--- config.mk ---
export PLATFORM = sky130hd
export DESIGN_NAME = gcs_gpio_config
export DESIGN_NICKNAME = d
export VERILOG_FILES = /design/src/hdl/gcs_pkg.sv /design/src/hdl/gcs_reg_if.sv /design/src/hdl/gcs_gpio_config.sv /design/src/hdl/gcs_serial_slave.sv
export SDC_FILE = /design/constraint.sdc
export NUM_CORES = 1
export LEC_CHECK = 0
export ABC_AREA = 1
export BUFFER_PORTS_ARGS = -buffer_cell sky130_fd_sc_hd__buf_2
export CAP_MARGIN = 30
export CORE_ASPECT_RATIO = 1.1
export CORE_MARGIN = 4
export CORE_UTILIZATION = 65
export CTS_CLUSTER_DIAMETER = 60
export DETAILED_ROUTE_END_ITERATION = 8
export HOLD_SLACK_MARGIN = 0.02
export PLACE_DENSITY_LB_ADDON = 0.12
export SLEW_MARGIN = 5
export SYNTH_ARGS = -nofsm -noshare
export SYNTH_HDL_FRONTEND = slang
export SYNTH_SLANG_ARGS = --single-unit
--- constraint.sdc ---
create_clock -name ref_clk -period 2.9 [get_ports ref_clk]
set_input_delay 0.29 -clock ref_clk [delete_from_list [all_inputs] [get_ports ref_clk]]
set_output_delay 0.29 -clock ref_clk [all_outputs]
set_load 0.01 [all_outputs]
--- src/hdl/gcs_pkg.sv ---
`default_nettype none
package gcs_pkg;

   // ****************************************
   // register offsets
   // ****************************************
   localparam logic [7:0] OFF_RESET     = 8'h01;
   localparam logic [7:0] OFF_PIN_CFG0  = 8'h02;
   localparam logic [7:0] OFF_PIN_CFG1  = 8'h03;
   localparam logic [7:0] OFF_PIN_CFG2  = 8'h04;
   localparam logic [7:0] OFF_GP_IN     = 8'h05;
   localparam logic [7:0] OFF_GP_OUT    = 8'h06;

   // ****************************************
   // field positions and reset values
   // ****************************************
   localparam int         MODE_LSB      = 4;
   localparam int         PULL_LSB      = 2;
   localparam int         IBUF_BIT      = 1;
   localparam int         OE_BIT        = 0;
   localparam int         SOFT_RST_BIT  = 0;
   localparam logic [7:0] CFG_RESET     = 8'h05;
   localparam logic [2:0] GP_OUT_RESET  = 3'h0;
   localparam logic [2:0] GPIO_OE_RESET = 3'h7;

   // ****************************************
   // pull and source codes
   // ****************************************
   localparam logic [1:0] PULL_NONE     = 2'h0;
   localparam logic [1:0] PULL_DOWN     = 2'h1;
   localparam logic [1:0] PULL_UP       = 2'h2;
   localparam logic [3:0] SRC0_GPO      = 4'h0;
   localparam logic [3:0] SRC0_SD0      = 4'h1;
   localparam logic [3:0] SRC1_POR      = 4'h0;
   localparam logic [3:0] SRC1_GPO      = 4'h1;
   localparam logic [3:0] SRC1_SD1      = 4'h2;
   localparam logic [3:0] SRC1_LOCK     = 4'h3;
   localparam logic [3:0] SRC2_GPO      = 4'h0;
   localparam logic [3:0] SRC2_AON_CLK  = 4'h1;
   localparam logic [3:0] SRC2_TX_CLK   = 4'h2;
   localparam logic [3:0] SRC2_REC_CLK  = 4'h3;

   // ****************************************
   // serial management bus
   // ****************************************
   localparam logic [6:0] DEV_ADDR      = 7'h2c;
   localparam logic [3:0] BYTE_BITS     = 4'h8;

   typedef enum logic [3:0] {
      ST_IDLE      = 4'h0,
      ST_ADDR      = 4'h1,
      ST_ADDR_ACK  = 4'h2,
      ST_PTR       = 4'h3,
      ST_PTR_ACK   = 4'h4,
      ST_WDATA     = 4'h5,
      ST_WDATA_ACK = 4'h6,
      ST_RDATA     = 4'h7,
      ST_RDATA_ACK = 4'h8,
      ST_RLOAD     = 4'h9
   } gcs_bus_state_t;

endpackage : gcs_pkg
`default_nettype wire

--- src/hdl/gcs_reg_if.sv ---
`timescale 1ns/1ps
`default_nettype none
interface gcs_reg_if;
   logic       wr_en;
   logic [7:0] addr;
   logic [7:0] wdata;
   logic [7:0] rdata;

   modport engine (output wr_en, addr, wdata, input rdata);
   modport regs   (input wr_en, addr, wdata, output rdata);
endinterface : gcs_reg_if
`default_nettype wire

--- src/hdl/gcs_gpio_config.sv ---
// Functional notes
// - pin 0 source: output bit or detect 0
// - pin 1 source: por, bit, detect, lock
// - pin 2 source: bit or one of three clocks
// - other source codes reserved, no behaviour
// - pull field: none, down, up; reset down
// - bit 1 enables input buffer, resets off
// - bit 0 enables output driver, resets on
// - reset register bit 0 restores power-up state
// - registers reached over management bus, chip select
// - register source drives output data bit
`timescale 1ns/1ps
`default_nettype none
module gcs_gpio_config #(
   parameter int PINS = 3
) (
   // clock and reset
   input  wire logic        ref_clk,
   input  wire logic        arst_n,
   // management bus pins
   input  wire logic        scl_in,
   input  wire logic        sda_in,
   output logic             sda_out,
   output logic             sda_oe,
   input  wire logic        bus_select,
   // internal sources
   input  wire logic [1:0]  signal_detect,
   input  wire logic        cdr_locked,
   input  wire logic        por_status,
   input  wire logic        always_on_clk,
   input  wire logic        lvds_tx_clk,
   input  wire logic        recovered_clk,
   // general pins
   input  wire logic [2:0]  gpio_in,
   output logic      [2:0]  gpio_out,
   output logic      [2:0]  gpio_oe,
   output logic      [2:0]  input_buffer_on,
   output logic      [2:0]  pull_up_on,
   output logic      [2:0]  pull_down_on
);

   // ****************************************
   // parameter check
   // ****************************************
   if (PINS != 3) begin : g_pins_check
      $error("only three general pins are supported");
   end

   // ****************************************
   // bus engine
   // ****************************************
   gcs_reg_if regs ();

   gcs_serial_slave u_bus (
      .ref_clk    (ref_clk),
      .arst_n     (arst_n),
      .scl_in     (scl_in),
      .sda_in     (sda_in),
      .sda_out    (sda_out),
      .sda_oe     (sda_oe),
      .bus_select (bus_select),
      .regs       (regs.engine)
   );

   // ****************************************
   // source selection
   // ****************************************
   function automatic logic pin_source(
      input logic [1:0] pin,
      input logic [3:0] mode,
      input logic [2:0] gpo,
      input logic [1:0] sd,
      input logic       lock,
      input logic       por,
      input logic [2:0] clks
   );
      logic v;
      v = 1'b0;
      case (pin)
         2'h0: begin
            case (mode)
               gcs_pkg::SRC0_GPO: v = gpo[0];
               gcs_pkg::SRC0_SD0: v = sd[0];
               default:           v = 1'b0;
            endcase
         end
         2'h1: begin
            case (mode)
               gcs_pkg::SRC1_POR:  v = por;
               gcs_pkg::SRC1_GPO:  v = gpo[1];
               gcs_pkg::SRC1_SD1:  v = sd[1];
               gcs_pkg::SRC1_LOCK: v = lock;
               default:            v = 1'b0;
            endcase
         end
         2'h2: begin
            case (mode)
               gcs_pkg::SRC2_GPO:     v = gpo[2];
               gcs_pkg::SRC2_AON_CLK: v = clks[0];
               gcs_pkg::SRC2_TX_CLK:  v = clks[1];
               gcs_pkg::SRC2_REC_CLK: v = clks[2];
               default:               v = 1'b0;
            endcase
         end
         default: v = 1'b0;
      endcase
      return v;
   endfunction : pin_source

   // ****************************************
   // registers
   // ****************************************
   logic [7:0] pin_cfg [PINS];
   logic [2:0] general_output_value;
   logic       soft_reset_request;
   logic [7:0] read_value;
   wire        wr_reset;
   wire        wr_gp_out;
   wire  [2:0] wr_cfg;
   wire  [2:0] clks;
   wire  [2:0] gp_in_seen;

   assign wr_reset  = regs.wr_en && (regs.addr == gcs_pkg::OFF_RESET);
   assign wr_gp_out = regs.wr_en && (regs.addr == gcs_pkg::OFF_GP_OUT);
   assign wr_cfg[0] = regs.wr_en && (regs.addr == gcs_pkg::OFF_PIN_CFG0);
   assign wr_cfg[1] = regs.wr_en && (regs.addr == gcs_pkg::OFF_PIN_CFG1);
   assign wr_cfg[2] = regs.wr_en && (regs.addr == gcs_pkg::OFF_PIN_CFG2);
   assign clks      = {recovered_clk, lvds_tx_clk, always_on_clk};

   // request lasts one cycle, then reads back zero
   always_ff @(posedge ref_clk or negedge arst_n) begin
      if (!arst_n) begin
         soft_reset_request <= 1'b0;
      end else begin
         soft_reset_request <=
            wr_reset & regs.wdata[gcs_pkg::SOFT_RST_BIT];
      end
   end

   always_ff @(posedge ref_clk or negedge arst_n) begin
      if (!arst_n) begin
         for (int i = 0; i < PINS; i++) begin
            pin_cfg[i] <= gcs_pkg::CFG_RESET;
         end
      end else begin
         for (int i = 0; i < PINS; i++) begin
            if (soft_reset_request) begin
               pin_cfg[i] <= gcs_pkg::CFG_RESET;
            end else if (wr_cfg[i]) begin
               pin_cfg[i] <= regs.wdata;
            end
         end
      end
   end

   always_ff @(posedge ref_clk or negedge arst_n) begin
      if (!arst_n) begin
         general_output_value <= gcs_pkg::GP_OUT_RESET;
      end else if (soft_reset_request) begin
         general_output_value <= gcs_pkg::GP_OUT_RESET;
      end else if (wr_gp_out) begin
         general_output_value <= regs.wdata[2:0];
      end
   end

   // ****************************************
   // pin controls
   // ****************************************
   for (genvar p = 0; p < 3; p++) begin : g_pin
      assign gpio_out[p] = pin_source(2'(p),
         pin_cfg[p][gcs_pkg::MODE_LSB +: 4], general_output_value,
         signal_detect, cdr_locked, por_status, clks);
      assign gpio_oe[p]         = pin_cfg[p][gcs_pkg::OE_BIT];
      assign input_buffer_on[p] = pin_cfg[p][gcs_pkg::IBUF_BIT];
      assign pull_up_on[p]      =
         (pin_cfg[p][gcs_pkg::PULL_LSB +: 2] == gcs_pkg::PULL_UP);
      assign pull_down_on[p]    =
         (pin_cfg[p][gcs_pkg::PULL_LSB +: 2] == gcs_pkg::PULL_DOWN);
   end

   assign gp_in_seen = gpio_in & input_buffer_on;

   // ****************************************
   // read back
   // ****************************************
   always_comb begin
      case (regs.addr)
         gcs_pkg::OFF_RESET:    read_value = {7'h00, soft_reset_request};
         gcs_pkg::OFF_PIN_CFG0: read_value = pin_cfg[0];
         gcs_pkg::OFF_PIN_CFG1: read_value = pin_cfg[1];
         gcs_pkg::OFF_PIN_CFG2: read_value = pin_cfg[2];
         gcs_pkg::OFF_GP_IN:    read_value = {5'h00, gp_in_seen};
         gcs_pkg::OFF_GP_OUT:   read_value = {5'h00, general_output_value};
         default:               read_value = 8'h00;
      endcase
   end

   assign regs.rdata = read_value;
endmodule : gcs_gpio_config
`default_nettype wire

--- src/hdl/gcs_serial_slave.sv ---
`timescale 1ns/1ps
`default_nettype none
module gcs_serial_slave (
   // clock and reset
   input  wire logic  ref_clk,
   input  wire logic  arst_n,
   // management bus pins
   input  wire logic  scl_in,
   input  wire logic  sda_in,
   output logic       sda_out,
   output logic       sda_oe,
   input  wire logic  bus_select,
   // register access
   gcs_reg_if.engine  regs
);

   // ****************************************
   // line events
   // ****************************************
   logic                    scl_q;
   logic                    sda_q;
   gcs_pkg::gcs_bus_state_t state;
   logic [3:0]              bit_cnt;
   logic [7:0]              shreg;
   logic [7:0]              ptr;
   logic                    rw;
   logic                    sda_low;
   logic                    wr_pulse;
   wire                     scl_rise;
   wire                     scl_fall;
   wire                     start_seen;
   wire                     stop_seen;
   wire                     byte_done;
   wire                     addr_hit;

   assign scl_rise   = scl_in & ~scl_q;
   assign scl_fall   = ~scl_in & scl_q;
   assign start_seen = scl_in & scl_q & sda_q & ~sda_in;
   assign stop_seen  = scl_in & scl_q & ~sda_q & sda_in;
   assign byte_done  = (bit_cnt == gcs_pkg::BYTE_BITS);
   assign addr_hit   = (shreg[7:1] == gcs_pkg::DEV_ADDR);

   assign sda_out     = 1'b0;
   assign sda_oe      = sda_low;
   assign regs.wr_en  = wr_pulse;
   assign regs.addr   = ptr;
   assign regs.wdata  = shreg;

   always_ff @(posedge ref_clk or negedge arst_n) begin
      if (!arst_n) begin
         scl_q <= 1'b1;
         sda_q <= 1'b1;
      end else begin
         scl_q <= scl_in;
         sda_q <= sda_in;
      end
   end

   // ****************************************
   // byte engine
   // ****************************************
   always_ff @(posedge ref_clk or negedge arst_n) begin
      if (!arst_n) begin
         state    <= gcs_pkg::ST_IDLE;
         bit_cnt  <= 4'h0;
         shreg    <= 8'h00;
         ptr      <= 8'h00;
         rw       <= 1'b0;
         sda_low  <= 1'b0;
         wr_pulse <= 1'b0;
      end else begin
         wr_pulse <= 1'b0;
         if (!bus_select || stop_seen) begin
            state   <= gcs_pkg::ST_IDLE;
            sda_low <= 1'b0;
         end else if (start_seen) begin
            state   <= gcs_pkg::ST_ADDR;
            bit_cnt <= 4'h0;
            sda_low <= 1'b0;
         end else if (scl_rise) begin
            case (state)
               gcs_pkg::ST_ADDR, gcs_pkg::ST_PTR, gcs_pkg::ST_WDATA: begin
                  shreg   <= {shreg[6:0], sda_in};
                  bit_cnt <= bit_cnt + 4'h1;
               end
               gcs_pkg::ST_RDATA: begin
                  shreg   <= {shreg[6:0], 1'b0};
                  bit_cnt <= bit_cnt + 4'h1;
               end
               gcs_pkg::ST_RDATA_ACK: begin
                  if (sda_in) begin
                     state <= gcs_pkg::ST_IDLE;
                  end else begin
                     ptr   <= ptr + 8'h01;
                     state <= gcs_pkg::ST_RLOAD;
                  end
               end
               default: ;
            endcase
         end else if (scl_fall) begin
            case (state)
               gcs_pkg::ST_ADDR: begin
                  if (byte_done && addr_hit) begin
                     sda_low <= 1'b1;
                     rw      <= shreg[0];
                     state   <= gcs_pkg::ST_ADDR_ACK;
                  end else if (byte_done) begin
                     state <= gcs_pkg::ST_IDLE;
                  end
               end
               gcs_pkg::ST_ADDR_ACK: begin
                  bit_cnt <= 4'h0;
                  if (rw) begin
                     shreg   <= regs.rdata;
                     sda_low <= ~regs.rdata[7];
                     state   <= gcs_pkg::ST_RDATA;
                  end else begin
                     sda_low <= 1'b0;
                     state   <= gcs_pkg::ST_PTR;
                  end
               end
               gcs_pkg::ST_RLOAD: begin
                  bit_cnt <= 4'h0;
                  shreg   <= regs.rdata;
                  sda_low <= ~regs.rdata[7];
                  state   <= gcs_pkg::ST_RDATA;
               end
               gcs_pkg::ST_PTR: begin
                  if (byte_done) begin
                     ptr     <= shreg;
                     sda_low <= 1'b1;
                     state   <= gcs_pkg::ST_PTR_ACK;
                  end
               end
               gcs_pkg::ST_PTR_ACK: begin
                  sda_low <= 1'b0;
                  bit_cnt <= 4'h0;
                  state   <= gcs_pkg::ST_WDATA;
               end
               gcs_pkg::ST_WDATA: begin
                  if (byte_done) begin
                     wr_pulse <= 1'b1;
                     sda_low  <= 1'b1;
                     state    <= gcs_pkg::ST_WDATA_ACK;
                  end
               end
               gcs_pkg::ST_WDATA_ACK: begin
                  sda_low <= 1'b0;
                  bit_cnt <= 4'h0;
                  ptr     <= ptr + 8'h01;
                  state   <= gcs_pkg::ST_WDATA;
               end
               gcs_pkg::ST_RDATA: begin
                  if (byte_done) begin
                     sda_low <= 1'b0;
                     state   <= gcs_pkg::ST_RDATA_ACK;
                  end else begin
                     sda_low <= ~shreg[7];
                  end
               end
               default: ;
            endcase
         end
      end
   end
endmodule : gcs_serial_slave
`default_nettype wire

==> summary.md, run 1 <==
| Metric | Value |
|---|---|
| Status | `completed` |
| Postcts setup bufs | `0` |
| Diode count | `0` |
| RSZ-0062 raised after global routing | `no` |
| All-Layer GR Usage | `28.0%` |
| Clk Latency, worst-skew pair | `0.34 ns` |
| Reg2Reg Setup Slack | `0.66 ns` |
| Clk_skew | `0.00769 ns` |
| Initial core utilization | `67.0%` |
| Syn avg cell area | `7.09 um^2` |
| Share of cells above drive strength 1 | `17.6%` |
| Vias after detailed routing | `3454` |
| Vias in the first global route | `3274` |
| Worst-path clk slew | `0.06 ns` |
| Reg2Reg Capture Point | `u_bus.regs.addr[1]` |
| Row cnt | `28` |
| First-pass GRT wire length | `15000 um` |
| Cell count after synthesis | `510` |
| Core area | `5400 um^2` |
| WP data arrival | `2.45 ns` |
| TNS Setup | `0 ns` |
| DRC | `0` |
| Area Overhead vs Synth | `10.6%` |
| WHS Endpoint | `u_bus.scl_q` |
| CTS Buf Count | `9` |
| Crit. End Element | `flip-flop` |
| Hold Path Origin | `scl_in` |
| Slew @ Worst Pin | `0.567 ns` |
| Post-DP HPWL | `6710 um` |
| Worst Setup Start Kind | `flip-flop` |
| Crit-path max FO | `16` |
| Syn Std Cell Area | `3610 um^2` |
| Port bufs | `30` |
| Endpoints failing setup | `0` |
| Root buf cell | `clkbuf_8` |
| Synth area leaders | `dfrtp_1, nand2_1, inv_1, dfstp_2, nand3_1` |
| Hold_ws | `0.0857 ns` |
| Worst Path Buf+Inv | `3` |
| Critical Path RT | `3.11 ns` |
| 1st-pass router iterations | `5` |
| Die width | `79.1 um` |
| Num ports | `32` |
| Maxcap violations | `0` |
| Wire per inst | `14.3 um` |
| Count of cell types in the netlist | `37` |
| Max stage delay on crit path | `0.54 ns` |
| Gr ovfl total | `0` |
| CTS tree | `built` |
| Max Buffers Root-to-Sink | `2` |
| Worst-path cell chain | `inv_1 > ha_1 > inv_1 > nand2_2 > inv_2 > nand2_2 > nand2_1 > nor2_4 > nand2_1 > o21ai_0` |
| GP Congestion | `0.980` |
| Delay-heaviest family, CP | `buffers and inverters` |
| Via density | `5.57` |
| CTS H-tree lvls | `3` |
| Register bit total from synthesis | `57` |
| Pleak | `2.02 nW` |
| Hold/Removal Path Class | `in2reg` |
| Hold depth | `1` |
| Post-synth ARST share | `100%` |
| Fmax achieved | `0.447 GHz` |
| Worst r2r src | `u_bus.scl_q` |
| Ys flop type | `dfrtp_1` |
| Yosys warning count | `0` |
| VDD IR max | `0.443 mV` |
| Initial drt markers | `243` |
| Crit path max-delay cell type | `dfstp_2` |
| Syn_nets | `534` |
| Tmin final | `2.24 ns` |
| Clk sinks | `57` |
| EDFF count, synth | `0` |
| Worst Reg-to-Reg Cells | `10` |
| Period Utilization, post-route | `77.1%` |
| Pin count of the biggest net entering global routing | `33` |
| Cts repair resizes | `0` |
| Slew HR | `62.2%` |
| Final Hold Vio Count | `0` |
| Final Slew Violations | `0` |
| CP startpoint | `u_bus.scl_q` |
| Pwr Density | `609 nW/um^2` |
| CP Class | `reg2reg` |
| Post-DRT Antenna Nets | `0` |
| Total Routed Length | `8880 um` |
| Die H | `86.2 um` |
| Antenna violations before repair | `0` |
| Register area share after synthesis | `39.8%` |
| Area fraction of the dominant cell type after synthesis | `33.9%` |
| Die ar. | `6820 um^2` |
| Largest area contributor in the netlist | `dfrtp_1` |
| Layout Nets | `564` |
-- cell usage in the layout, fill, tap and decap left out, types with 2 or more instances in the layout --
| cell | synthesis | final |
|---|---|---|
| o21ai_2 | 6 | 6 |
| o211ai_1 | 3 | 3 |
| nand3_1 | 40 | 40 |
| o21ai_4 | 2 | 2 |
| nand2_1 | 144 | 144 |
| dfstp_2 | 8 | 8 |
| inv_2 | 9 | 9 |
| nor2_4 | 4 | 4 |
| a21oi_1 | 19 | 19 |
| a31oi_1 | 2 | 2 |
| ha_1 | 9 | 9 |
| nor2_2 | 6 | 6 |
| nand4_1 | 5 | 5 |
| buf_2 | 2 | 30 |
| nor4_1 | 3 | 3 |
| o21ai_1 | 11 | 11 |
| clkbuf_8 | 0 | 12 |
| nor2_1 | 52 | 52 |
| inv_1 | 59 | 59 |
| nand2_2 | 13 | 13 |
| nor3_1 | 5 | 5 |
| dfrtp_1 | 49 | 49 |
| o21ai_0 | 35 | 35 |
| a2111oi_0 | 2 | 2 |
| clkbuf_1 | 3 | 2 |
-- through the flow --
step	cell area (um^2)	std cells	power, mW	setup slack (ns)	utilization [%]
final	4000	620	2.43	0.664	74.1
after global routing	4000	620	2.58	0.484	74.1
after CTS	4000	620	2.43	0.692	74.1
after detailed placement	3780	603	1.65	0.694	70.1
after global placement	3780	603	1.63	0.792	70.1
after floorplan	3610	510	1.46	1.26	-
-- synthesized netlist by cell type, types with 2 or more instances --
cell type / instances
o21ai_0: 35
nand4_1: 5
inv_2: 9
clkbuf_1: 3
o21ai_4: 2
nand2_1: 144
a31oi_1: 2
nor2_4: 4
buf_2: 2
o21ai_1: 11
nand2_2: 13
dfstp_2: 8
o21ai_2: 6
nor2_2: 6
buf_4: 7
dfrtp_1: 49
a2111oi_0: 2
nand3_1: 40
nor2_1: 52
nor3_1: 5
o211ai_1: 3
inv_1: 59
ha_1: 9
nor4_1: 3
a21oi_1: 19
-- final cells by class --
cell class / count / area [um^2]
well taps: 75 / 93.8
inverters: 68 / 255
clock buffers: 14 / 173
flip-flops and latches: 57 / 1440
repair buffers: 32 / 168
multi-input cells: 372 / 1840
clock inverters: 2 / 35.0
fillers: 426 / 1400
-- kinds of logic after synthesis --
family	count (synthesis)	synth area share (%)
flops	57	39.8
mux	1	0.277
buf+inv	81	9.42
compound gates	83	13.4
fa+ha+maj	9	3.12
simple gates	277	33.7
xor+xnor	1	0.242
other cells	1	0.104
-- sequential cells by signal, summed over array words and instances (netlist names), 3 cells and up --
name / flops
general_output_value: 3
gpio_oe: 3
input_buffer_on: 3
pin_cfg: 18
u_bus.bit_cnt: 4
u_bus.regs.addr: 8
u_bus.regs.wdata: 8
u_bus.state: 4
-- power breakdown --
| part | internal, mW | total, mW | switching, mW |
|---|---|---|---|
| clock network | 0.467 | 0.779 | 0.312 |
| registers | 0.904 | 1.04 | 0.135 |
| logic | 0.187 | 0.616 | 0.428 |
| total | 1.56 | 2.43 | 0.876 |
-- per-layer routing --
| metal | global-route usage (%) | vias up | part of all wire, % | wire length (um) |
|---|---|---|---|---|
| li1 | - | 1688 | - | - |
| met1 | 35.2 | 1612 | 41 | 3630 |
| met2 | 48.8 | 133 | 51 | 4500 |
| met3 | 3.22 | 21 | 5.9 | 524 |
| met4 | 12.3 | 0 | 2.6 | 229 |
| met5 | 0 | - | 0 | 0 |
-- what timing repair did --
action / in CTS / in global routing
endpoints found under the setup margin: 0 / 0
hold endpoints to repair: 21 / 0
hold buffers: 1 / 0
-- how the worst max path moves through the flow --
stage / to / slack (ns) / cells past startpoint
floorplan: u_bus.regs.wdata[7] / 1.26 / 10
global placement: u_bus.regs.addr[1] / 0.79 / 10
detailed placement: u_bus.regs.addr[1] / 0.69 / 10
CTS: u_bus.regs.addr[1] / 0.69 / 10
global route: u_bus.regs.addr[3] / 0.48 / 9
finish: u_bus.regs.addr[1] / 0.66 / 10
Power figures use the tool's default switching activity.
==> run 2: changes to the inputs <==
--- a/config.mk
+++ b/config.mk
@@ -10,7 +10,7 @@
 export CAP_MARGIN = 30
 export CORE_ASPECT_RATIO = 1.1
 export CORE_MARGIN = 4
-export CORE_UTILIZATION = 65
+export CORE_UTILIZATION = 60
 export CTS_CLUSTER_DIAMETER = 60
 export DETAILED_ROUTE_END_ITERATION = 8
 export HOLD_SLACK_MARGIN = 0.02
==> constraint.sdc (replaced) <==
create_clock -name ref_clk -period 2.25 [get_ports ref_clk]
set_input_delay 0.225 -clock ref_clk [delete_from_list [all_inputs] [get_ports ref_clk]]
set_output_delay 0.225 -clock ref_clk [all_outputs]
set_load 0.01 [all_outputs]
==> run 2 against run 1 <==
Compared with the run above: via count is 0.20% higher; critical path depth up 2; sequential cell count stayed put; count of clock-buffer cells in the layout decreased by 2; first-iteration DRC count up 74%; cell area rose by 1.4%; setup slack worse by 0.38 ns; largest power group unchanged.
==> summary.md, run 2 (synthesis gave the netlist of run 1 again) <==
| Metric | Value |
|---|---|
| Wire per inst | `14.4 um (+0.33%)` |
| Crit. End Element | `flip-flop` |
| Vias in the first global route | `3346 (+2.2%)` |
| Sw power | `1.15 mW (+32%)` |
| CTS Buf Count | `9 (unchanged)` |
| Pin count of the biggest net entering global routing | `58 (+76%)` |
| Sequential share of power | `41.1% (-1.6 points)` |
| Area Overhead vs Synth | `12.2%` |
| CTS H-tree lvls | `3 (unchanged)` |
| Delay-heaviest family, CP | `simple AND/OR/NAND/NOR gates` |
| Fmax achieved | `0.508 GHz` |
| Status | `completed` |
| Worst-path clk slew | `0.07 ns (about the same)` |
| RSZ-0062 raised after global routing | `no` |
| Worst Reg-to-Reg Cells | `9 (-1)` |
| Period Utilization, post-route | `87.6%` |
| Final core area utilization | `69.8% (-4.3 points)` |
| Total Power | `3.28 mW (+35%)` |
| Endpoints failing setup | `0 (unchanged)` |
| Clk_skew | `0.00694 ns (-0.000755 ns)` |
| Pwr Density | `809 nW/um^2 (+33%)` |
| TNS Setup | `0 ns (unchanged)` |
| Core area | `5810 um^2 (+7.6%)` |
| Die width | `82.0 um (+3.7%)` |
| All-Layer GR Usage | `27.5% (-0.52 points)` |
| Combinational Power Share | `24.3% (-1.0 points)` |
| Worst Setup Start Kind | `input pin` |
| Reg2Reg Setup Slack | `0.39 ns (-0.27 ns)` |
| Port bufs | `30 (unchanged)` |
| Root buf cell | `clkbuf_8` |
| Most common cell after layout, fill and taps aside | `nand2_1` |
| CP startpoint | `scl_in` |
| Top reg by flops | `pin_cfg` |
| Post-DRT Antenna Nets | `0 (unchanged)` |
| Crit-path max FO | `8 (-8)` |
| Tmin final | `1.97 ns` |
| Reg2Reg Capture Point | `u_bus.regs.wdata[7]` |
| Row cnt | `29 (+3.6%)` |
| Int Power | `2.12 mW (+36%)` |
| First-pass GRT wire length | `15400 um (+3.0%)` |
| Pleak | `2.05 nW (+1.5%)` |
| Inst Count DP | `608 (+0.83%)` |
| Share of cells above drive strength 1 | `18.4% (+0.82 points)` |
| Maxcap violations | `0 (unchanged)` |
| Crit path max-delay cell type | `dlygate4sd3_1` |
| Worst r2r src | `u_bus.scl_q` |
| Final Slew Violations | `0 (unchanged)` |
| CTS tree | `built` |
| DRC | `0 (unchanged)` |
| Cell mode on critical path | `nand2_1` |
| Slew @ Worst Pin | `0.715 ns (+0.148 ns)` |
| Sw Share | `35.2% (-0.76 points)` |
| Postcts setup bufs | `0 (unchanged)` |
| Diode count | `0 (unchanged)` |
| Hold Buf Count CTS | `1 (unchanged)` |
| Vias after detailed routing | `3461 (+0.20%)` |
| Filler cells | `501 (+18%)` |
| Worst setup path endpoint | `u_bus.regs.addr[1]` |
| Clk Latency, worst-skew pair | `0.33 ns (about the same)` |
| Via density | `5.54 (-0.60%)` |
| Hold/Removal Path Class | `in2async` |
| Post-DP HPWL | `6700 um (about the same)` |
| Initial drt markers | `423 (+74%)` |
| Critical Path RT | `2.50 ns (-0.61 ns)` |
| Worst Path Buf+Inv | `2 (-1)` |
| Total Routed Length | `8980 um (+1.1%)` |
| GP Congestion | `0.911 (-7.1%)` |
| Max stage delay on crit path | `0.53 ns (about the same)` |
| Antenna violations before repair | `0 (unchanged)` |
| CP Class | `in2reg` |
| VDD IR max | `0.552 mV (+25%)` |
| Clk pwr share | `34.6% (+2.6 points)` |
| Slew HR | `52.3% (-9.9 points)` |
| Initial core utilization | `62.2% (-4.7 points)` |
| Max FFs per register | `18 (unchanged)` |
| Die H | `89.4 um (+3.7%)` |
| Max Buffers Root-to-Sink | `2 (unchanged)` |
| Die ar. | `7330 um^2 (+7.5%)` |
| Most frequent cells in the layout | `nand2_1, inv_1, nor2_1, dfrtp_1, nand3_1` |
| Final Hold Vio Count | `0 (unchanged)` |
| WP data arrival | `2.22 ns (-0.23 ns)` |
| Clk sinks | `57 (unchanged)` |
| Cts repair resizes | `0 (unchanged)` |
| Stages on worst setup path | `12 (+2)` |
| Worst-path cell chain | `dlygate4sd3_1 > buf_2 > ha_1 > nand2_1 > nor2_1 > nor2_1 > nand2_1 > nor2_1 > nand2_1 > nor2_4 > nand2_1 > o21ai_0` |
| Non-Filler Instances | `625 (+0.81%)` |
| Layout Nets | `567 (+0.53%)` |
| Num ports | `32 (unchanged)` |
| Gr ovfl total | `0 (unchanged)` |
| 1st-pass router iterations | `5 (unchanged)` |
run 2: changes by cell type in the layout (fill, tap and decap cells not counted):
| cell | delta |
|---|---|
| bufinv_16 | +1 |
| clkbuf_1 | -2 |
| buf_4 | +3 |
| clkinv_4 | +1 |
run 2: final cells by class:
type	count	area, um^2	share of cell area, %
Multi-Input combinational cell	372	1840	45.3
Sequential cell	57	1440	35.4
Inverter	68	255	6.30
Timing Repair Buffer	35	190	4.69
Clock buffer	12	165	4.07
Tap cell	77	96.3	2.38
Clock inverter	4	73.8	1.82
run 2: metrics by stage:
step | area (um^2) | hold WS (ns) | setup slack (ns)
5_1_grt | 4050 | 0.0313 | 0.0762
3_3_place_gp | 3800 | 0.364 | 0.483
2_1_floorplan | 3610 | -0.0706 | 0.606
4_1_cts | 4050 | 0.0225 | 0.298
3_5_place_dp | 3800 | 0.369 | 0.399
6_report | 4050 | 0.0200 | 0.280
run 2: worst register-to-register path, cell delays in order (launching register included):
cell and delay, ns:
dfstp_2 0.54, inv_1 0.04, ha_1 0.20, inv_1 0.16, buf_4 0.21, nand3_1 0.11, nand2_2 0.18, inv_2 0.10
o211ai_1 0.10, o21ai_0 0.10
run 2: power by group through the flow:
| stage | clock network (mW) | logic [mW] | registers (mW) |
|---|---|---|---|
| final | 1.14 | 0.796 | 1.35 |
| after global routing | 1.19 | 0.925 | 1.37 |
| after CTS | 1.15 | 0.793 | 1.34 |
| after detailed placement | 0 | 0.780 | 1.35 |
| after global placement | 0 | 0.767 | 1.35 |
| after floorplan | 0 | 0.580 | 1.30 |
run 2: worst min path at each step:
stage | cells after the start | slack, ns | from | endpoint
detailed placement | 1 | 0.37 | scl_in | u_bus.scl_q
CTS | 1 | 0.02 | sda_in | u_bus.sda_q
finish | 2 | 0.02 | arst_n | pin_cfg[6]
global placement | 1 | 0.36 | scl_in | u_bus.scl_q
global route | 1 | 0.03 | sda_in | u_bus.sda_q
floorplan | 0 | -0.07 | arst_n | general_output_value[0]
run 2: metal layers:
layer	GRT usage (%)	wire (um)	part of all wire, %	vias to the layer above
li1	-	-	-	1698
met1	35.9	3890	43	1592
met2	45.8	4310	48	141
met3	4.13	521	5.8	30
met4	11.0	257	2.9	0
met5	0	0	0	-
==> run 3: changes to the inputs <==
--- a/config.mk
+++ b/config.mk
@@ -14,7 +14,7 @@
 export CTS_CLUSTER_DIAMETER = 60
 export DETAILED_ROUTE_END_ITERATION = 8
 export HOLD_SLACK_MARGIN = 0.02
-export PLACE_DENSITY_LB_ADDON = 0.12
+export PLACE_DENSITY = 0.8
 export SLEW_MARGIN = 5
 export SYNTH_ARGS = -nofsm -noshare
 export SYNTH_HDL_FRONTEND = slang
==> run 3 against run 2 <==
Compared with the run above: cell area increased by 0.22%; register-to-register slack got worse by 0.08 ns; utilization increased by 0.15 points; global-route usage decreased by 0.51 points; die area unchanged; sequential cell count unchanged; sequential power about the same.
==> summary.md, run 3 (synthesis gave the netlist of run 1 again) <==
| Metric | Value |
|---|---|
| CP startpoint | `scl_in` |
| Share of cells above drive strength 1 | `18.2% (-0.18 points)` |
| CTS H-tree lvls | `3 (unchanged)` |
| Layout Nets | `567 (unchanged)` |
| WHS Endpoint | `u_bus.sda_q` |
| Max Buffers Root-to-Sink | `2 (unchanged)` |
| Top reg by flops | `pin_cfg` |
| DR WL met3 | `655 um (+26%)` |
| Final WS setup | `0.249 ns (-0.0310 ns)` |
| Fmax achieved | `0.500 GHz (-1.5%)` |
| Clk sinks | `57 (unchanged)` |
| CP Class | `in2reg` |
| Crit. End Element | `flip-flop` |
| Crit path max-delay cell type | `dlygate4sd3_1` |
| GP Congestion | `0.926 (+1.6%)` |
| Clk_skew | `0.0129 ns (+0.00595 ns)` |
| Core area | `5810 um^2 (unchanged)` |
| Initial drt markers | `296 (-30%)` |
| Hold/Removal Path Class | `in2reg` |
| Root buf cell | `clkbuf_8` |
| Antenna violations before repair | `0 (unchanged)` |
| Worst r2r src | `u_bus.scl_q` |
| Delay-heaviest family, CP | `buffers and inverters` |
| CTS tree | `built` |
| Worst Path Buf+Inv | `4 (+2)` |
| Reg2Reg Capture Point | `u_bus.regs.addr[1]` |
| Diode count | `0 (unchanged)` |
| Max FFs per register | `18 (unchanged)` |
| Worst Reg-to-Reg Cells | `10 (+1)` |
| Max stage delay on crit path | `0.52 ns (about the same)` |
| Reg2Reg Setup Slack | `0.31 ns (-0.08 ns)` |
| Int Power | `2.10 mW (-1.3%)` |
| Hold depth | `1` |
| VDD IR max | `0.502 mV (-9.0%)` |
| Pin count of the biggest net entering global routing | `58 (unchanged)` |
| RSZ-0062 raised after global routing | `no` |
| Critical Path RT | `2.52 ns (+0.02 ns)` |
| Final Slew Violations | `0 (unchanged)` |
| First-pass GRT wire length | `15200 um (-1.2%)` |
| Hold Path Origin | `sda_in` |
| Wire per inst | `14.2 um (-1.2%)` |
| Total Routed Length | `8870 um (-1.2%)` |
| Clk Latency, worst-skew pair | `0.34 ns (about the same)` |
| Endpoints failing setup | `0 (unchanged)` |
| CTS Buf Count | `9 (unchanged)` |
| DRC | `0 (unchanged)` |
| Post-DP HPWL | `6600 um (-1.6%)` |
| Worst-path cell chain | `dlygate4sd3_1 > buf_2 > ha_2 > inv_1 > nand2_2 > inv_2 > nand2_2 > nand2_1 > nor2_4 > nand3_1 > nand2_1` |
| Via density | `5.61 (+1.4%)` |
| DRT met1 WL | `3660 um (-5.8%)` |
| TNS Setup | `0 ns (unchanged)` |
| Most frequent cells in the layout | `nand2_1, inv_1, nor2_1, dfrtp_1, nand3_1` |
| Sequential share of power | `41.2% (about the same)` |
| Pre-CTS setup slack | `0.227 ns (-0.172 ns)` |
| Sw power | `1.14 mW (-1.0%)` |
| Worst-path clk slew | `0.06 ns (about the same)` |
| Filler cells | `477 (-4.8%)` |
| Clk pwr share | `34.5% (about the same)` |
| Initial core utilization | `62.2% (unchanged)` |
| Maxcap violations | `0 (unchanged)` |
| Port bufs | `30 (unchanged)` |
| Final Hold Vio Count | `0 (unchanged)` |
| Crit-path max FO | `15 (+7)` |
| WP data arrival | `2.27 ns (+0.05 ns)` |
| Post-DRT Antenna Nets | `0 (unchanged)` |
| Die ar. | `7330 um^2 (unchanged)` |
| Most common cell after layout, fill and taps aside | `nand2_1` |
| Pleak | `2.03 nW (-0.57%)` |
| Hold_ws | `0.0303 ns (+0.0103 ns)` |
| Die width | `82.0 um (unchanged)` |
| Vias after detailed routing | `3509 (+1.4%)` |
| Tmin final | `2.00 ns (+0.0310 ns)` |
| Combinational Power Share | `24.3% (about the same)` |
| Vias in the first global route | `3430 (+2.5%)` |
| Pwr Density | `797 nW/um^2 (-1.4%)` |
| Top Layer Used | `met4` |
| 1st-pass router iterations | `5 (unchanged)` |
| All-Layer GR Usage | `27.0% (-0.51 points)` |
| Die H | `89.4 um (unchanged)` |
| Worst Setup Start Kind | `input pin` |
| Sw Share | `35.3% (+0.059 points)` |
| Num ports | `32 (unchanged)` |
| Postcts setup bufs | `0 (unchanged)` |
| Row cnt | `29 (unchanged)` |
| Period Utilization, post-route | `88.9% (+1.4 points)` |
| Status | `completed` |
| Gr ovfl total | `0 (unchanged)` |
| WL met2 | `4300 um (-0.30%)` |
| Final core area utilization | `70.0% (+0.15 points)` |
| Area Overhead vs Synth | `12.4%` |
[run 3: layout make-up]
class | instances | area (um^2) | share of cell area [%]
Clock buffer | 12 | 155 | 3.82
Clock inverter | 4 | 75.1 | 1.85
Inverter | 68 | 255 | 6.28
Multi-Input combinational cell | 372 | 1840 | 45.3
Sequential cell | 57 | 1440 | 35.4
Tap cell | 77 | 96.3 | 2.37
Timing Repair Buffer | 35 | 205 | 5.05
[run 3: worst max path at each step]
stage	to	slack (ns)	depth (start not counted)
6_report	u_bus.regs.addr[5]	0.25	11
5_1_grt	u_bus.regs.addr[5]	0.01	11
4_1_cts	u_bus.regs.addr[5]	0.1	11
3_5_place_dp	u_bus.regs.addr[1]	0.23	10
3_3_place_gp	u_bus.regs.addr[1]	0.32	10
2_1_floorplan	u_bus.regs.wdata[7]	0.61	10
[run 3: per-stage QoR]
stage               power [mW]  instances  area [um^2]
CTS                       3.24        625         4060
floorplan                 1.88        510         3610
global placement          2.10        607         3810
global route              3.41        625         4060
finish                    3.24        625         4060
detailed placement        2.12        607         3810
[run 3: timing repair]
action / 4_1_cts / 5_1_grt
endpoints found under the hold margin: 50 / 0
endpoints found under the setup margin: 0 / 8
hold buffers: 2 / 0
gates resized for setup: 0 / 1
[run 3: routing by layer]
| layer | vias to the layer above | GRT usage (%) |
|---|---|---|
| met3 | 34 | 5.04 |
| met1 | 1610 | 33.7 |
| met2 | 160 | 45.0 |
| li1 | 1705 | - |
| met5 | - | 0 |
| met4 | 0 | 12.8 |
[run 3: power groups by stage]
stage / Clock (mW) / Combinational (mW) / Sequential, mW
6_report: 1.12 / 0.786 / 1.34
2_1_floorplan: 0 / 0.580 / 1.30
5_1_grt: 1.16 / 0.893 / 1.36
4_1_cts: 1.12 / 0.782 / 1.33
3_3_place_gp: 0 / 0.759 / 1.35
3_5_place_dp: 0 / 0.773 / 1.35
